## config.mk

```make
export PLATFORM = sky130hd
export DESIGN_NAME = pric_top
export DESIGN_NICKNAME = d
export VERILOG_FILES = /design/src/hdl/pric_pkg.sv /design/src/hdl/pric_arbiter.sv /design/src/hdl/pric_top.sv
export SDC_FILE = /design/constraint.sdc
export NUM_CORES = 1
export LEC_CHECK = 0
export BUFFER_PORTS_ARGS = -buffer_cell sky130_fd_sc_hd__buf_2
export CORE_MARGIN = 3
export CORE_UTILIZATION = 45
export DETAILED_ROUTE_END_ITERATION = 8
export PLACE_DENSITY = 0.67
export REMOVE_ABC_BUFFERS = 1
export SETUP_SLACK_MARGIN = 0.2
export SLEW_MARGIN = 10
export SYNTH_ARGS = -nofsm -noshare
export SYNTH_HDL_FRONTEND = slang
export SYNTH_SLANG_ARGS = --single-unit
export TNS_END_PERCENT = 100
```

## constraint.sdc

```tcl
create_clock -name clk -period 17.56 [get_ports clk]
set_input_delay 2.634 -clock clk [delete_from_list [all_inputs] [get_ports clk]]
set_output_delay 2.634 -clock clk [all_outputs]
set_load 0.005 [all_outputs]
```

## src/hdl/pric_pkg.sv

```systemverilog
// pric_pkg: constants, register map and carrier types of the priority
// interrupt controller.
// assumes: one clock domain; users reference items as pric_pkg::name.
package pric_pkg;

  // ---------------------------------------------------------------
  // levels and widths
  // ---------------------------------------------------------------
  localparam int         VEC_W         = 7;
  localparam int         MAX_VECTOR    = 118;
  localparam int         LEVEL_W       = 4;
  localparam int         PRIO_W        = 3;
  localparam int         TIMED_DISABLE_INSTRUCTION_W        = 14;
  localparam logic [2:0] PRIO_RESET    = 3'h4;
  localparam logic [2:0] PRIO_OFF      = 3'h0;
  localparam logic [2:0] PRIO_TOP      = 3'h7;
  localparam logic [3:0] USER_TOP_LVL  = 4'h7;
  localparam logic [3:0] TRAP_BASE_LVL = 4'h8;

  // ---------------------------------------------------------------
  // register byte offsets
  // ---------------------------------------------------------------
  localparam logic [7:0] ADDR_CTRL1    = 8'h00;
  localparam logic [7:0] ADDR_FLAG     = 8'h04;
  localparam logic [7:0] ADDR_ENABLE   = 8'h08;
  localparam logic [7:0] ADDR_DBG_PRIO = 8'h0c;
  localparam logic [7:0] ADDR_PRIO     = 8'h10;
  localparam logic [7:0] ADDR_TEST     = 8'h14;
  localparam logic [7:0] ADDR_TIMED_DISABLE_INSTRUCTION     = 8'h18;

  // ---------------------------------------------------------------
  // field positions
  // ---------------------------------------------------------------
  localparam int NEST_DIS_BIT = 15;
  localparam int DBG_PRIO_LSB = 4;
  localparam int PRIO_STRIDE  = 4;
  localparam int UNACK_BIT    = 15;
  localparam int RSVD_BIT     = 14;
  localparam int VCAP_BIT     = 13;
  localparam int LEVEL_LSB    = 8;
  localparam int VEC_LSB      = 0;

  // ---------------------------------------------------------------
  // carrier types
  // ---------------------------------------------------------------
  typedef struct packed {
    logic              ack;
    logic              ret;
    logic [2:0]        sr_level;
    logic              timed_disable_instruction_start;
    logic [TIMED_DISABLE_INSTRUCTION_W-1:0] timed_disable_instruction_cycles;
  } pric_cpu_s;

  typedef struct packed {
    logic               req;
    logic [LEVEL_W-1:0] level;
    logic [VEC_W-1:0]   vector;
  } pric_req_s;

endpackage

```

## src/hdl/pric_arbiter.sv

```systemverilog
// pric_arbiter: picks the highest level among valid candidates.
// assumes: candidate index equals its vector number; purely combinational.
module pric_arbiter #(
  parameter int N = 8
) (
  input  logic [N-1:0][3:0]             levels,
  input  logic [N-1:0]                  valid,
  output logic                          found,
  output logic [pric_pkg::VEC_W-1:0]    index,
  output logic [3:0]                    level
);

  if (N < 1 || N > pric_pkg::MAX_VECTOR + 1)
  begin : g_bad_n
    $error("pric_arbiter: candidate count out of range");
  end

  // scanning downward with >= leaves the lowest index among equals
  always_comb
  begin
    found = 1'b0;
    index = '0;
    level = '0;
    for (int i = N - 1; i >= 0; i--)
    begin
      if (valid[i] && (!found || levels[i] >= level))
      begin
        found = 1'b1;
        index = i[pric_pkg::VEC_W-1:0];
        level = levels[i];
      end
    end
  end

endmodule

```

## src/hdl/pric_top.sv

```systemverilog
// pric_top: priority interrupt controller with classic wishbone registers,
// cpu request/acknowledge port, trap sources and a timed disable.
// assumes: cpu pulses ack only while req is high, ret once per return.
module pric_top #(
  parameter int NUM_SRC  = 8,
  parameter int NUM_TRAP = 4,
  parameter int DEPTH    = 16
) (
  input  logic                       clk,
  input  logic                       sys_rst,
  input  logic                       ce,
  input  logic                       wb_cyc_i,
  input  logic                       wb_stb_i,
  input  logic                       wb_we_i,
  input  logic [7:0]                 wb_adr_i,
  input  logic [3:0]                 wb_sel_i,
  input  logic [31:0]                wb_dat_i,
  output logic [31:0]                wb_dat_o,
  output logic                       wb_ack_o,
  input  logic [NUM_SRC-1:0]         src_event,
  input  logic [NUM_TRAP-1:0]        trap_event,
  input  pric_pkg::pric_cpu_s        cpu_in,
  output pric_pkg::pric_req_s        cpu_out,
  output logic [3:0]                 cpu_level_o,
  output logic                       irq_o
);

  localparam int NT = NUM_TRAP + NUM_SRC;
  localparam int DW = $clog2(DEPTH + 1);

  if (NUM_SRC < 1 || NUM_SRC > 8 || NUM_TRAP < 1 || NUM_TRAP > 8 || DEPTH < 1 ||
      NT > pric_pkg::MAX_VECTOR + 1)
  begin : g_bad_param
    $error("pric_top: unsupported parameter values");
  end

  // ---------------------------------------------------------------
  // state
  // ---------------------------------------------------------------
  typedef struct packed {
    logic [NUM_TRAP-1:0]            trap_flag;
    logic                           nest_dis;
    logic [NUM_SRC-1:0]             flag;
    logic [NUM_SRC-1:0]             enable;
    logic [NUM_SRC-1:0][2:0]        prio;
    logic                           vcap;
    logic [3:0]                     level;
    logic [DEPTH-1:0][3:0]          stack;
    logic [DW-1:0]                  depth;
    logic [pric_pkg::VEC_W-1:0]     last_vec;
    logic [pric_pkg::VEC_W-1:0]     shown_vec;
    logic [pric_pkg::TIMED_DISABLE_INSTRUCTION_W-1:0]    timed_disable_instruction_cnt;
    logic                           unacked;
    pric_pkg::pric_req_s            req;
    logic                           irq;
    logic                           ack;
    logic [31:0]                    dat;
  } pric_state_s;

  pric_state_s                  state_reg;
  pric_state_s                  state_next;
  logic [3:0]                   thr;
  logic [3:0]                   tos;
  logic [NT-1:0][3:0]           cand_lvl;
  logic [NT-1:0]                cand_pend;
  logic [NT-1:0]                cand_elig;
  logic                         pend_found;
  logic [pric_pkg::VEC_W-1:0]   pend_idx;
  logic                         elig_found;
  logic [pric_pkg::VEC_W-1:0]   elig_idx;
  logic [3:0]                   elig_lvl;
  logic                         bus_hit;
  logic [31:0]                  wmask;
  logic [31:0]                  wclr;
  logic [31:0]                  rdata;

  function automatic logic [31:0] byte_mask(input logic [3:0] sel);
    logic [31:0] m;
    m = '0;
    for (int b = 0; b < 4; b++)
    begin
      m[8*b +: 8] = {8{sel[b]}};
    end
    return m;
  endfunction

  // ---------------------------------------------------------------
  // candidates and threshold
  // ---------------------------------------------------------------
  always_comb
  begin
    thr = (state_reg.level > {1'b0, cpu_in.sr_level}) ?
          state_reg.level : {1'b0, cpu_in.sr_level};
    // an open service with nesting off acts as the top user level
    if (state_reg.nest_dis && state_reg.depth != '0 && thr < pric_pkg::USER_TOP_LVL)
      thr = pric_pkg::USER_TOP_LVL;
    for (int t = 0; t < NUM_TRAP; t++)
    begin
      cand_lvl[t]  = pric_pkg::TRAP_BASE_LVL + t[3:0];
      cand_pend[t] = state_reg.trap_flag[t];
      cand_elig[t] = state_reg.trap_flag[t] && cand_lvl[t] > thr;
    end
    for (int j = 0; j < NUM_SRC; j++)
    begin
      cand_lvl[NUM_TRAP+j]  = {1'b0, state_reg.prio[j]};
      cand_pend[NUM_TRAP+j] = state_reg.flag[j] && state_reg.enable[j] &&
                              state_reg.prio[j] != pric_pkg::PRIO_OFF;
      cand_elig[NUM_TRAP+j] = cand_pend[NUM_TRAP+j] && cand_lvl[NUM_TRAP+j] > thr &&
                              !(state_reg.timed_disable_instruction_cnt != '0 &&
                                state_reg.prio[j] != pric_pkg::PRIO_TOP);
    end
    tos = '0;
    for (int k = 0; k < DEPTH; k++)
    begin
      if (k + 1 == int'(state_reg.depth))
        tos = state_reg.stack[k];
    end
  end

  pric_arbiter #(.N(NT)) u_pend_arb (
    .levels (cand_lvl),
    .valid  (cand_pend),
    .found  (pend_found),
    .index  (pend_idx),
    .level  ()
  );

  pric_arbiter #(.N(NT)) u_elig_arb (
    .levels (cand_lvl),
    .valid  (cand_elig),
    .found  (elig_found),
    .index  (elig_idx),
    .level  (elig_lvl)
  );

  // ---------------------------------------------------------------
  // next state
  // ---------------------------------------------------------------
  always_comb
  begin
    state_next     = state_reg;
    bus_hit        = wb_cyc_i && wb_stb_i && !state_reg.ack;
    wmask          = byte_mask(wb_sel_i);
    wclr           = wb_dat_i & wmask;
    state_next.ack = bus_hit;
    if (bus_hit && wb_we_i)
    begin
      case (wb_adr_i)
        pric_pkg::ADDR_CTRL1:
        begin
          if (wmask[pric_pkg::NEST_DIS_BIT])
            state_next.nest_dis = wb_dat_i[pric_pkg::NEST_DIS_BIT];
          state_next.trap_flag = state_reg.trap_flag & ~wclr[NUM_TRAP-1:0];
        end
        pric_pkg::ADDR_FLAG:
          state_next.flag = state_reg.flag & ~wclr[NUM_SRC-1:0];
        pric_pkg::ADDR_ENABLE:
          state_next.enable = (state_reg.enable & ~wmask[NUM_SRC-1:0]) |
                              (wb_dat_i[NUM_SRC-1:0] & wmask[NUM_SRC-1:0]);
        pric_pkg::ADDR_DBG_PRIO:
          state_next.prio[0] = (state_reg.prio[0] & ~wmask[pric_pkg::DBG_PRIO_LSB +: 3]) |
                               wclr[pric_pkg::DBG_PRIO_LSB +: 3];
        pric_pkg::ADDR_PRIO:
        begin
          for (int j = 1; j < NUM_SRC; j++)
          begin
            state_next.prio[j] = (state_reg.prio[j] & ~wmask[pric_pkg::PRIO_STRIDE*j +: 3]) |
                                 wclr[pric_pkg::PRIO_STRIDE*j +: 3];
          end
        end
        pric_pkg::ADDR_TEST:
        begin
          // reserved bit is not stored, so a stray one never sticks
          if (wmask[pric_pkg::VCAP_BIT])
            state_next.vcap = wb_dat_i[pric_pkg::VCAP_BIT];
        end
        default: ;
      endcase
    end
    // hardware set is applied after the software clear so it wins
    state_next.flag      = state_next.flag | src_event;
    state_next.trap_flag = state_next.trap_flag | trap_event;

    rdata = '0;
    case (wb_adr_i)
      pric_pkg::ADDR_CTRL1:
      begin
        rdata[pric_pkg::NEST_DIS_BIT] = state_reg.nest_dis;
        rdata[NUM_TRAP-1:0]           = state_reg.trap_flag;
      end
      pric_pkg::ADDR_FLAG:
        rdata[NUM_SRC-1:0] = state_reg.flag;
      pric_pkg::ADDR_ENABLE:
        rdata[NUM_SRC-1:0] = state_reg.enable;
      pric_pkg::ADDR_DBG_PRIO:
        rdata[pric_pkg::DBG_PRIO_LSB +: 3] = state_reg.prio[0];
      pric_pkg::ADDR_PRIO:
      begin
        for (int j = 1; j < NUM_SRC; j++)
        begin
          rdata[pric_pkg::PRIO_STRIDE*j +: 3] = state_reg.prio[j];
        end
      end
      pric_pkg::ADDR_TEST:
      begin
        rdata[pric_pkg::UNACK_BIT]                     = state_reg.unacked;
        rdata[pric_pkg::VCAP_BIT]                      = state_reg.vcap;
        rdata[pric_pkg::LEVEL_LSB +: 4]                = state_reg.level;
        rdata[pric_pkg::VEC_LSB +: pric_pkg::VEC_W]    = state_reg.shown_vec;
      end
      pric_pkg::ADDR_TIMED_DISABLE_INSTRUCTION:
        rdata[pric_pkg::TIMED_DISABLE_INSTRUCTION_W-1:0] = state_reg.timed_disable_instruction_cnt;
      default:
        rdata = '0;
    endcase
    state_next.dat = (bus_hit && !wb_we_i) ? rdata : '0;

    // acknowledge stacks the old level; return pops it
    if (cpu_in.ack && state_reg.req.req)
    begin
      for (int k = 0; k < DEPTH; k++)
      begin
        if (k == int'(state_reg.depth))
        begin
          state_next.stack[k] = state_reg.level;
        end
      end
      state_next.depth    = state_reg.depth + 1'b1;
      state_next.level    = state_reg.req.level;
      state_next.last_vec = state_reg.req.vector;
    end
    else if (cpu_in.ret && state_reg.depth != '0)
    begin
      state_next.level = tos;
      state_next.depth = state_reg.depth - 1'b1;
    end

    if (cpu_in.timed_disable_instruction_start)
      state_next.timed_disable_instruction_cnt = cpu_in.timed_disable_instruction_cycles;
    else if (state_reg.timed_disable_instruction_cnt != '0)
      state_next.timed_disable_instruction_cnt = state_reg.timed_disable_instruction_cnt - 1'b1;

    // request drops for one cycle after an ack so the raised level is seen
    state_next.req.req    = elig_found && !(cpu_in.ack && state_reg.req.req) &&
                            int'(state_reg.depth) < DEPTH;
    state_next.req.level  = elig_lvl;
    state_next.req.vector = elig_idx;
    state_next.unacked    = pend_found && !elig_found;
    state_next.shown_vec  = state_next.vcap ? pend_idx : state_next.last_vec;
    state_next.irq        = |(state_next.flag & state_next.enable);
  end

  always_ff @(posedge clk or posedge sys_rst)
  begin
    if (sys_rst)
    begin
      state_reg      <= '0;
      state_reg.prio <= {NUM_SRC{pric_pkg::PRIO_RESET}};
    end
    else if (ce)
    begin
      state_reg <= state_next;
    end
  end

  assign wb_dat_o    = state_reg.dat;
  assign wb_ack_o    = state_reg.ack;
  assign cpu_out     = state_reg.req;
  assign cpu_level_o = state_reg.level;
  assign irq_o       = state_reg.irq;

  // ---------------------------------------------------------------
  // checks
  // ---------------------------------------------------------------
  property p_dbg_zero;
    @(posedge clk) disable iff (sys_rst)
    (wb_ack_o && !wb_we_i && wb_adr_i == pric_pkg::ADDR_DBG_PRIO) |->
      (wb_dat_o & ~32'h0000_0070) == 32'h0000_0000;
  endproperty
  a_dbg_zero: assert property (p_dbg_zero)
    else $error("debug priority register shows unimplemented bits");

  property p_prio_reset;
    @(posedge clk) disable iff (sys_rst)
    $fell(sys_rst) |-> state_reg.prio == {NUM_SRC{3'h4}};
  endproperty
  a_prio_reset: assert property (p_prio_reset)
    else $error("priority fields not at level 4 after reset");

  property p_unacked_no_req;
    @(posedge clk) disable iff (sys_rst)
    state_reg.unacked |-> !cpu_out.req;
  endproperty
  a_unacked_no_req: assert property (p_unacked_no_req)
    else $error("held-off flag set while a request is presented");

  property p_vcap_live;
    @(posedge clk) disable iff (sys_rst)
    (ce && state_next.vcap) |=> state_reg.shown_vec == $past(pend_idx);
  endproperty
  a_vcap_live: assert property (p_vcap_live)
    else $error("vector field does not follow highest pending");

  property p_vec_hold;
    @(posedge clk) disable iff (sys_rst)
    (ce && cpu_in.ack && cpu_out.req && !state_reg.vcap && !bus_hit) |=>
      state_reg.shown_vec == $past(cpu_out.vector);
  endproperty
  a_vec_hold: assert property (p_vec_hold)
    else $error("vector field lost the acknowledged vector");

  property p_level_read;
    @(posedge clk) disable iff (sys_rst)
    (wb_ack_o && !wb_we_i && wb_adr_i == pric_pkg::ADDR_TEST) |->
      wb_dat_o[11:8] == $past(state_reg.level) && wb_dat_o[14] == 1'b0;
  endproperty
  a_level_read: assert property (p_level_read)
    else $error("test register level field wrong");

  property p_vec_range;
    @(posedge clk) disable iff (sys_rst)
    cpu_out.vector <= 7'h76 && state_reg.shown_vec <= 7'h76;
  endproperty
  a_vec_range: assert property (p_vec_range)
    else $error("vector number above 118");

  property p_nest;
    @(posedge clk) disable iff (sys_rst)
    (ce && state_reg.nest_dis && state_reg.depth != '0) |=>
      !(cpu_out.req && cpu_out.level <= 4'h7);
  endproperty
  a_nest: assert property (p_nest)
    else $error("user request preempts with nesting disabled");

  property p_return;
    @(posedge clk) disable iff (sys_rst)
    (ce && cpu_in.ret && !(cpu_in.ack && cpu_out.req) && state_reg.depth != '0) |=>
      cpu_level_o == $past(tos);
  endproperty
  a_return: assert property (p_return)
    else $error("return did not restore stacked level");

  property p_mask7;
    @(posedge clk) disable iff (sys_rst)
    (ce && cpu_in.sr_level == 3'h7) |=> !(cpu_out.req && cpu_out.level <= 4'h7);
  endproperty
  a_mask7: assert property (p_mask7)
    else $error("user request passes level 7 mask");

  property p_timed_disable_instruction;
    @(posedge clk) disable iff (sys_rst)
    (ce && state_reg.timed_disable_instruction_cnt != '0) |=>
      !(cpu_out.req && cpu_out.level >= 4'h1 && cpu_out.level <= 4'h6);
  endproperty
  a_timed_disable_instruction: assert property (p_timed_disable_instruction)
    else $error("level 1-6 request during timed disable");

  property p_no_zero_req;
    @(posedge clk) disable iff (sys_rst)
    cpu_out.req |-> cpu_out.level != 4'h0;
  endproperty
  a_no_zero_req: assert property (p_no_zero_req)
    else $error("request presented at priority 0");

endmodule

```

---- After elaboration in Yosys (flattened, before gate mapping) ----
Cells that the tools add are included.
W data, S select, Z words.
storage, ports and cells
  register bits ........................... 194
  latch bits .............................. 0
  bits in writable memories ............... 0
  ROM bits ................................ 0
  input bits .............................. 82
  output and inout port bits .............. 50
  logic and storage cells ................. 432
  memories kept ........................... 0
cells by class
  $add $sub $neg .......................... 3
  $mul .................................... 0
  divide/modulo/power cells ............... 0
  order comparisons ....................... 37
  eq/ne operators ......................... 30
  shifts and indexed selects .............. 0
  multiplexer cells ....................... 120
  bitwise logic cells ..................... 32
  reductions and logical operators ........ 169
operators by type and width
  cell                  number
  $mux W4               51
  $logic_and A1 B1 Y1   77
  $mux W3               21
  $reduce_and A3 Y1     18
  $mux W46              1
  $eq A5 B5 Y1 const A  9
  $ge A3 B3 Y1          14
  $logic_not A1 Y1      34
  $and A8 B8 Y8         4
  $gt A3 B4 Y1          8
  $and A31 B31 Y31      1
  $mux W31              1
  $mux W1               28
  $mux W14              2
  $and A3 B3 Y3         8
  $eq A8 B5 Y1 const B  3
  $ge A4 B4 Y1 const A  6
  $ne A3 B3 Y1 const B  8
  $or A3 B3 Y3          8
  $reduce_bool A3 Y1    8
  $logic_or A1 B1 Y1    22
  $mux W21              1
  $eq A4 B5 Y1 const A  4
  $pmux W4 S5           1
  33 further kinds      53

---- Depth between registers and ports, before layout ----
Gate-level depths: netlist of the first run.
  depth in word-level cells ............... 55
  depth in mapped cells ................... 72
  depth with buffers taken out ............ 69

---- Modules after synthesis ----
From an unflattened synthesis of the first run, not the netlist that was laid out.
second synthesis, totals
  cells, all modules ...................... 1659
  area total of the unflattened synthesis .. 15163.3 um2
by module, submodules not included
  module                     instances  cells each  area an instance (um2)  seq. area each (um2)
  pric_top                   1          1054        10742.8                 4764.6
  pric_arbiter (u_pend_arb)  1          296         2214.6                  0.0
  pric_arbiter (u_elig_arb)  1          309         2205.9                  0.0

---- Worst setup path after synthesis of the first run ----
OpenSTA, ideal clock, no wires.
  path type ............................... input to register
  from .................................... in cpu_in[16] (netlist name)
  to ...................................... reg state_reg, in the netlist cpu_out[9]
  setup time .............................. 0.140 ns
  arrival time ............................ 14.322 ns
  required time ........................... 17.420 ns
  setup slack ............................. 3.099 ns
  cell stages on the path ................. 66
  path buffers ............................ 1
  cells stage by stage .................... inv_1 ha_1 a21o_1 a21oi_1 a31oi_1 nor2_1 mux2i_1 o31a_1 ha_1 a31o_2 a211o_2 a21oi_4 and2_1 ha_1 nand2b_1 a21o_1 a21oi_1 a221oi_4 [30 not listed] o31ai_1 ha_1 nand2b_1 a21oi_1 nor2b_1 o21ai_0 o21ai_0 nor3_1 a21o_1 ha_1 nand2b_1 a21oi_1 nor2b_1 o21ai_0 o21ai_1 nor3_1 and2_1 o32ai_2
between the ends
  longest elaborated chain between the ends .. 53
  elaborated cells between the ends (all ways) .. 104
  classes of those cells .................. 25 x order compare; 25 x mux; 54 x reduce/logical
ends and longest elaborated chain
  item                                                     line                RTL
  from (decl)                                              pric_top.sv:22      input pric_pkg::pric_cpu_s cpu_in,
  $gt A4 B3 Y1                                             pric_top.sv:92      thr = (state_reg.level > {1'b0, cpu_in.sr_level}) ?
  $mux W4 (*)                                              pric_top.sv:92
  $lt A4 B3 Y1                                             pric_top.sv:95      if (state_reg.nest_dis && state_reg.depth != '0 && thr < pric_pkg::USER_TOP_LVL)
  $logic_and A1 B1 Y1                                      pric_top.sv:95
  $mux W4 (*)                                              pric_top.sv:95
  $gt A3 B4 Y1                                             pric_top.sv:108     cand_elig[NUM_TRAP+j] = cand_pend[NUM_TRAP+j] && cand_lvl[NUM_TRAP+j] > thr &&
  $logic_and A1 B1 Y1 (2 in a row)                         pric_top.sv:108
  $mux W3 / $mux W1 (equally long branches)                pric_arbiter.sv:26  if (valid[i] && (!found || levels[i] >= level))
  [36 not listed]                                          -
  $ge A4 B4 Y1 / $logic_not A1 Y1 (equally long branches)  pric_arbiter.sv:26
  $logic_or A1 B1 Y1                                       pric_arbiter.sv:26
  $logic_and A1 B1 Y1                                      pric_arbiter.sv:26
  $mux W4 / $mux W1 (equally long branches)                pric_arbiter.sv:26
  $ge A4 B4 Y1 / $logic_not A1 Y1 (equally long branches)  pric_arbiter.sv:26
  $logic_or A1 B1 Y1                                       pric_arbiter.sv:26
  $logic_and A1 B1 Y1                                      pric_arbiter.sv:26
  $mux W4 (*)                                              pric_arbiter.sv:26
  to (signal assigned)                                     pric_top.sv:262     state_reg <= state_next;
  to (decl)                                                pric_top.sv:60      pric_state_s state_reg;
Every way passes the cells marked *; elsewhere a longest branch is shown, timed or not.
A chain may end at the register's enable or synchronous reset.

---- Final worst setup path of the first run ----
Ends and elaborated chain as after synthesis.

==> impl_metrics.csv, run 1 <==
group,metric,value,unit
layout,diodes,0,
cts,cts.htree.levels,4,
layout,areaGrowthSynthToFinish,9.47,%
route,totalWireLength,34.3,mm
timing,achievable-frequency,0.0624,GHz
synth,yosys_register_bits,187,
floorplanning,boundaryPins,132,
floorplanning,initial_core_utilization,0.461,
global_route,pin_count_of_the_biggest_net_entering_global_routing,116,
layout,final_core_util,0.505,
timing,final.min_clock_period,16.04,ns
route,initialDrtViolationCount,847,
timing,timing.setup.tns,0,ns
synth,seq_area_frac_synth,0.375,
outcome,run_status,"finished clean",
cts,cts.sinks,187,
worst_setup_path,critPathMaxStageDelay,0.50,ns
floorplanning,core_region_area,27100,µm²
timing,tightest_slew,1.12,ns
power,totalPowerFinal,1.32,mW
global_route,first_global_vias,10100,
layout,layout.filler_cells,2529,
worst_setup_path,type_of_the_worst_setup_path,"primary input to flop",
cts,max-clock-path-buffers,2,
synth,synth_top_cells_by_count,"dfrtp_1 (179), nand2_1 (119), o21ai_0 (88), mux2_2 (81), nor2_1 (78)",
cts,postCtsSetupRepairBufs,0,
worst_hold_path,min_path_cells,2,
cts,path_clk_slew,0.07,ns
worst_hold_path,min_path_type,"flop to flop",
cts,clk-insertion-delay-late,0.45,ns
cts,tritoncts_clock_tree,"yes",
synth,number_of_flops_mapped_to_enable_cells_by_yosys,0,
worst_setup_path,highest_delay_cell_along_the_critical_path,"o31a_1",
synth,synth_ff_type,"dfrtp_1",
synth,synth.most_common_cell,"dfrtp_1",
timing,timing_hold_violations_final,0,
timing,grt_setup_unrepaired,"false",
global_route,global_route.overflow_total,0,
route,detail_route.vias_per_cell,5.93,
worst_setup_path,arrival,16.34,ns
place,dp_hpwl,24.9,mm
layout,finalInstanceArea,13700,µm²
synth,postSynthCellCount,1296,
route,drt_pass1_iterations,7,
layout,design.final.nets,1500,
synth,syn_avg_cell_area,9.64,µm²
place,final_weighted_congestion_in_routability_driven_placement,0.880,
timing,finalSetupViolCount,0,
timing,report.final.slew_viol_count,0,
timing,slew_hr,0.250,
route,antenna_violating_nets_post_route,0,
worst_setup_path,worst-r2r-cell-count,66,
cts,numCtsBuffers,17,
timing,worst_clock_skew,0.0120,ns
synth,synth_top_area_frac,0.359,
worst_setup_path,crit_path_capture_type,"flop",
layout,fraction_of_layout_instances_using_a_drive_strength_above_1,0.227,
synth,synth_async_reset_ratio,1.00,
timing,hold_slack,0.479,ns
synth,syn_area,12500,µm²
cts,cts-root-buf,"clkbuf_16",
power,power.leakage,6.04,nW
global_route,track_usage,0.231,
route,post-route-drc-count,0,
worst_setup_path,cp-start-kind,"primary input",
synth,yosysWarningCount,0,
synth,netlist-cell-type-count,102,
place,port_buffers,119,
global_route,grt_first_pass_wirelength,55.5,mm
floorplanning,die_width,173,µm
cts,post_cts_resized,0,
worst_setup_path,cp_max_fo,15,
place,placedInstanceArea,13100,µm²
synth,synth_top_cell_by_area,"dfrtp_1",
cts,post_cts_hold_buffer_count,0,
global_route,grt_antenna_before_repair,1,
floorplanning,height_of_the_chip,173,µm
floorplanning,row_count,60,
power,powerDensity,96.8,nW/µm²
timing,period_share,0.913,
floorplanning,die_area,29800,µm²
worst_setup_path,worstPathRequired,17.86,ns
power,irDropWorstVdd,0.0787,mV
synth,synth_top_cells_by_area,"dfrtp_1 (36%), ha_1 (7.3%), mux2_2 (7.3%)",
route,dr_total_vias,10300,
route,avgRoutedWirePerCell,19.9,µm
flow_run,max_cap_viol_count,0,
cell families (layout without fill, tap and decap cells):
group,Yosys count,after routing,share of synthesized area
DFF,187,187,0.375
other,1,7,0.000300
and+or+nand+nor,374,374,0.152
buffers and inverters,151,206,0.0613
AOI/OAI and AO/OA,376,376,0.216
muxes,128,128,0.117
xor gates and xnor gates,5,5,0.00351
adders and majority gates,74,74,0.0747
power by group:
group	leakage (nW)	internal [mW]	switching, mW
registers	2.42	0.482	0.0530
clock network	0.287	0.205	0.191
logic	3.34	0.154	0.239
total	6.04	0.840	0.484
placed cells by master, fill, tap and decap left out, types with 10 or more instances in the layout:
master     Yosys  final
nand2b_1      20     20
nand2_1      119    119
o21ai_0       88     88
dfrtp_1      179    179
mux2_2        81     81
nor2b_1       17     17
nor4_1        10     10
and2_1        13     13
a22oi_1       11     11
o2bb2ai_1     19     19
buf_2          6    119
a21oi_1       75     75
nor2_1        78     78
clkbuf_16      0     17
o21a_1        13     13
inv_1         43     42
nand3_1       33     33
mux2i_1       37     37
a21o_1        30     30
ha_1          73     73
buf_4         49     12
a22o_1        32     32
nor3_1        27     26
critical path: cells and delay by family:
kind                     cells  cell delay, ns
adder cells (fa/ha/maj)      9            2.44
AO/OA/AOI/OAI               33            6.85
buffers and inverters        2            0.14
multiplexers                 4            1.29
AND/OR/NAND/NOR             18            2.95
layout make-up:
type                       count  area [µm²]  area share
sequential                   187        4690       0.343
multi-input combinational    964        7070       0.517
tap                          372         465      0.0340
timing repair buffer         131         686      0.0501
clock inverter                14         154      0.0113
inverter                      43         169      0.0124
clock buffer                  18         439      0.0321
through the flow:
step           cells  setup WS [ns]
4_1_cts         1729           1.46
6_report        1729           1.52
3_5_place_dp    1697           1.06
5_1_grt         1729          0.437
3_3_place_gp    1697           1.37
2_1_floorplan   1194           2.87
path summary, 6_finish.rpt:
kind,from,to,slack [ns]
setup / recovery,cpu_in[16],cpu_out[9],1.52
hold / removal,state_reg[91],state_reg[91],0.48
setup reg to reg,cpu_level_o[0],cpu_out[9],3.06
hold reg to reg,state_reg[91],state_reg[91],0.48
max in group asynchronous,sys_rst,wb_dat_o[18],13.74
min in group asynchronous,sys_rst,state_reg[53],2.34
metal layers:
metal | track usage | wire (µm) | up-vias
li1 | - | - | 4830
met5 | 0 | 10 | -
met1 | 0.317 | 15600 | 5103
met4 | 0.0635 | 639 | 2
met3 | 0.0485 | 2060 | 56
met2 | 0.372 | 16000 | 260
No activity file was read; power rests on OpenSTA's default activity.
==> run 2: changes to the inputs <==
--- a/config.mk
+++ b/config.mk
@@ -9,11 +9,12 @@
 export CORE_MARGIN = 3
 export CORE_UTILIZATION = 45
 export DETAILED_ROUTE_END_ITERATION = 8
-export PLACE_DENSITY = 0.67
+export PLACE_DENSITY = 0.66
 export REMOVE_ABC_BUFFERS = 1
 export SETUP_SLACK_MARGIN = 0.2
 export SLEW_MARGIN = 10
 export SYNTH_ARGS = -nofsm -noshare
 export SYNTH_HDL_FRONTEND = slang
+export SYNTH_HIERARCHICAL = 1
 export SYNTH_SLANG_ARGS = --single-unit
 export TNS_END_PERCENT = 100
==> run 2 against run 1 <==
Against the previous run:
- the run now ends with negative setup slack left
- non-clock buffer count increased by 147
- highest routed layer is now met4
- via count increased by 32%
- synthesized cell count increased by 27%
- hold slack improved by 0.00068 ns
- count of clock-buffer cells in the layout increased by 1
- design area increased by 35%
- total power increased by 36%
- critical path type unchanged
- critical path depth increased by 27
- sequential power increased by 5.2%
- largest cell class unchanged
==> impl_metrics.csv, run 2 <==
group,metric,value,unit
outcome,run_status,"finished, violations left",
outcome,failed_checks,"negative setup slack",
worst_setup_path,cp_max_fo,6,
floorplanning,initial_core_utilization,0.460,
timing,report.final.slew_viol_count,0,
layout,final_core_util,0.562,
worst_setup_path,critPathMaxStageDelay,0.34,ns
worst_hold_path,min_path_type,"flop to flop",
synth,yosysWarningCount,6,
global_route,track_usage,0.243,
synth,postSynthCellCount,1648,
global_route,first_global_vias,13400,
route,post-route-drc-count,0,
place,placedInstanceArea,16700,µm²
floorplanning,boundaryPins,132,
layout,finalInstanceArea,18400,µm²
power,combinationalPowerShare,0.474,
floorplanning,die_width,189,µm
cts,post_cts_hold_buffer_count,0,
worst_setup_path,worst_setup_path_endpoint,"cpu_out[8]",
timing,final.min_clock_period,17.74,ns
worst_setup_path,worstPathRequired,17.89,ns
timing,period_share,1.01,
place,placed_cells_incl_taps,2299,
worst_setup_path,crit_path_capture_type,"flop",
cts,clk-insertion-delay-late,0.44,ns
cts,tritoncts_clock_tree,"yes",
global_route,global_route.overflow_total,0,
worst_setup_path,worst-r2r-cell-count,78,
worst_setup_path,arrival,18.07,ns
floorplanning,height_of_the_chip,189,µm
power,power_switching,696,µW
power,power.clock.fraction,0.213,
power,powerDensity,97.7,nW/µm²
route,totalWireLength,44.4,mm
synth,syn_avg_cell_area,9.16,µm²
floorplanning,die_area,35800,µm²
power,power.leakage,8.56,nW
power,internal-power,1.10,mW
floorplanning,core_region_area,32800,µm²
route,avgRoutedWirePerCell,18.6,µm
global_route,grt_first_pass_wirelength,70.6,mm
route,detail_route.vias_per_cell,5.69,
layout,layout_common_cells,"dfrtp_1 (182), nand2_1 (150), buf_4 (146)",
power,p_sw_frac,0.387,
route,antenna_violating_nets_post_route,0,
timing,grt_setup_unrepaired,"true",
floorplanning,row_count,66,
flow_run,max_cap_viol_count,0,
cts,cts-root-buf,"clkbuf_16",
power,totalPowerFinal,1.80,mW
layout,final_common_cell,"dfrtp_1",
timing,setup_ws,-0.183,ns
cts,cts.htree.levels,4,
place,port_buffers,122,
cts,max-clock-path-buffers,2,
power,irDropWorstVdd,0.123,mV
worst_setup_path,highest_delay_cell_along_the_critical_path,"a211o_1",
timing,tightest_slew,1.14,ns
worst_setup_path,type_of_the_worst_setup_path,"primary input to flop",
timing,worst_clock_skew,0.0133,ns
cts,cts.sinks,190,
timing,achievable-frequency,0.0564,GHz
timing,finalSetupViolCount,6,
cts,path_clk_slew,0.07,ns
layout,areaGrowthSynthToFinish,22.0,%
place,place_ws,-1.62,ns
route,dr_total_vias,13600,
global_route,grt_antenna_before_repair,2,
power,power.sequential.fraction,0.313,
worst_setup_path,cp-start-kind,"primary input",
route,initialDrtViolationCount,967,
timing,slew_hr,0.234,
timing,timing.setup.tns,-0.525,ns
global_route,pin_count_of_the_biggest_net_entering_global_routing,136,
worst_setup_path,critical_path.reg2reg.endpoint,"state_reg[64]",
route,drt_pass1_iterations,5,
cts,numCtsBuffers,17,
synth,syn_area,15100,µm²
place,dp_hpwl,32.2,mm
timing,hold_slack,0.480,ns
worst_setup_path,crit_start,"cpu_in[16]",
layout,design.final.nets,2122,
layout,fraction_of_layout_instances_using_a_drive_strength_above_1,0.322,
worst_setup_path,rrSetupSlack,1.10,ns
place,final_weighted_congestion_in_routability_driven_placement,0.925,
timing,timing_hold_violations_final,0,
layout,stdcell_count,2382,
[run 2: area by class of cell]
class                           count  area (µm²)
Clock buffer                       19         443
Sequential cell                   190        4760
Multi-Input combinational cell   1361       10400
Tap cell                          442         553
Clock inverter                     12         130
Fill cell                        2951       14400
Inverter                           78         303
Antenna cell                        2        5.00
Timing Repair Buffer              278        1830
[run 2: worst min-delay path by stage]
stage,to,cells after the start,startpoint
after floorplan,state_reg[136],2,state_reg[136]
after global placement,state_reg[69],2,state_reg[69]
after detailed placement,state_reg[69],2,state_reg[69]
after CTS,state_reg[69],2,state_reg[69]
after global routing,state_reg[73],2,state_reg[73]
final,state_reg[69],2,state_reg[69]
[run 2: what timing repair did]
action,CTS,global route
pin swaps,69,38
resized for setup,78,70
endpoints found under the setup margin,8,12
hold endpoints to repair,0,0
setup buffers,32,18
[run 2: worst max-delay path: cells and delay by family]
kind | cells | cell delay [ns]
compound gates | 42 | 6.86
fa+ha+maj | 13 | 2.94
buf+inv | 8 | 1.09
mux | 5 | 1.48
simple gates | 25 | 3.00
[run 2: per-layer routing]
metal	vias to the layer above	global-route usage	wire [µm]
li1	6491	-	-
met1	6567	0.319	19500
met2	414	0.405	21100
met3	83	0.0483	2530
met4	0	0.0751	1360
met5	-	0	0
[run 2: power by group through the flow]
stage,combinational [mW],sequential [mW],clock (mW)
floorplan,0.412,0.599,0
global placement,0.692,0.564,0
detailed placement,0.712,0.568,0
CTS,0.768,0.561,0.387
global route,0.936,0.572,0.408
finish,0.854,0.563,0.383
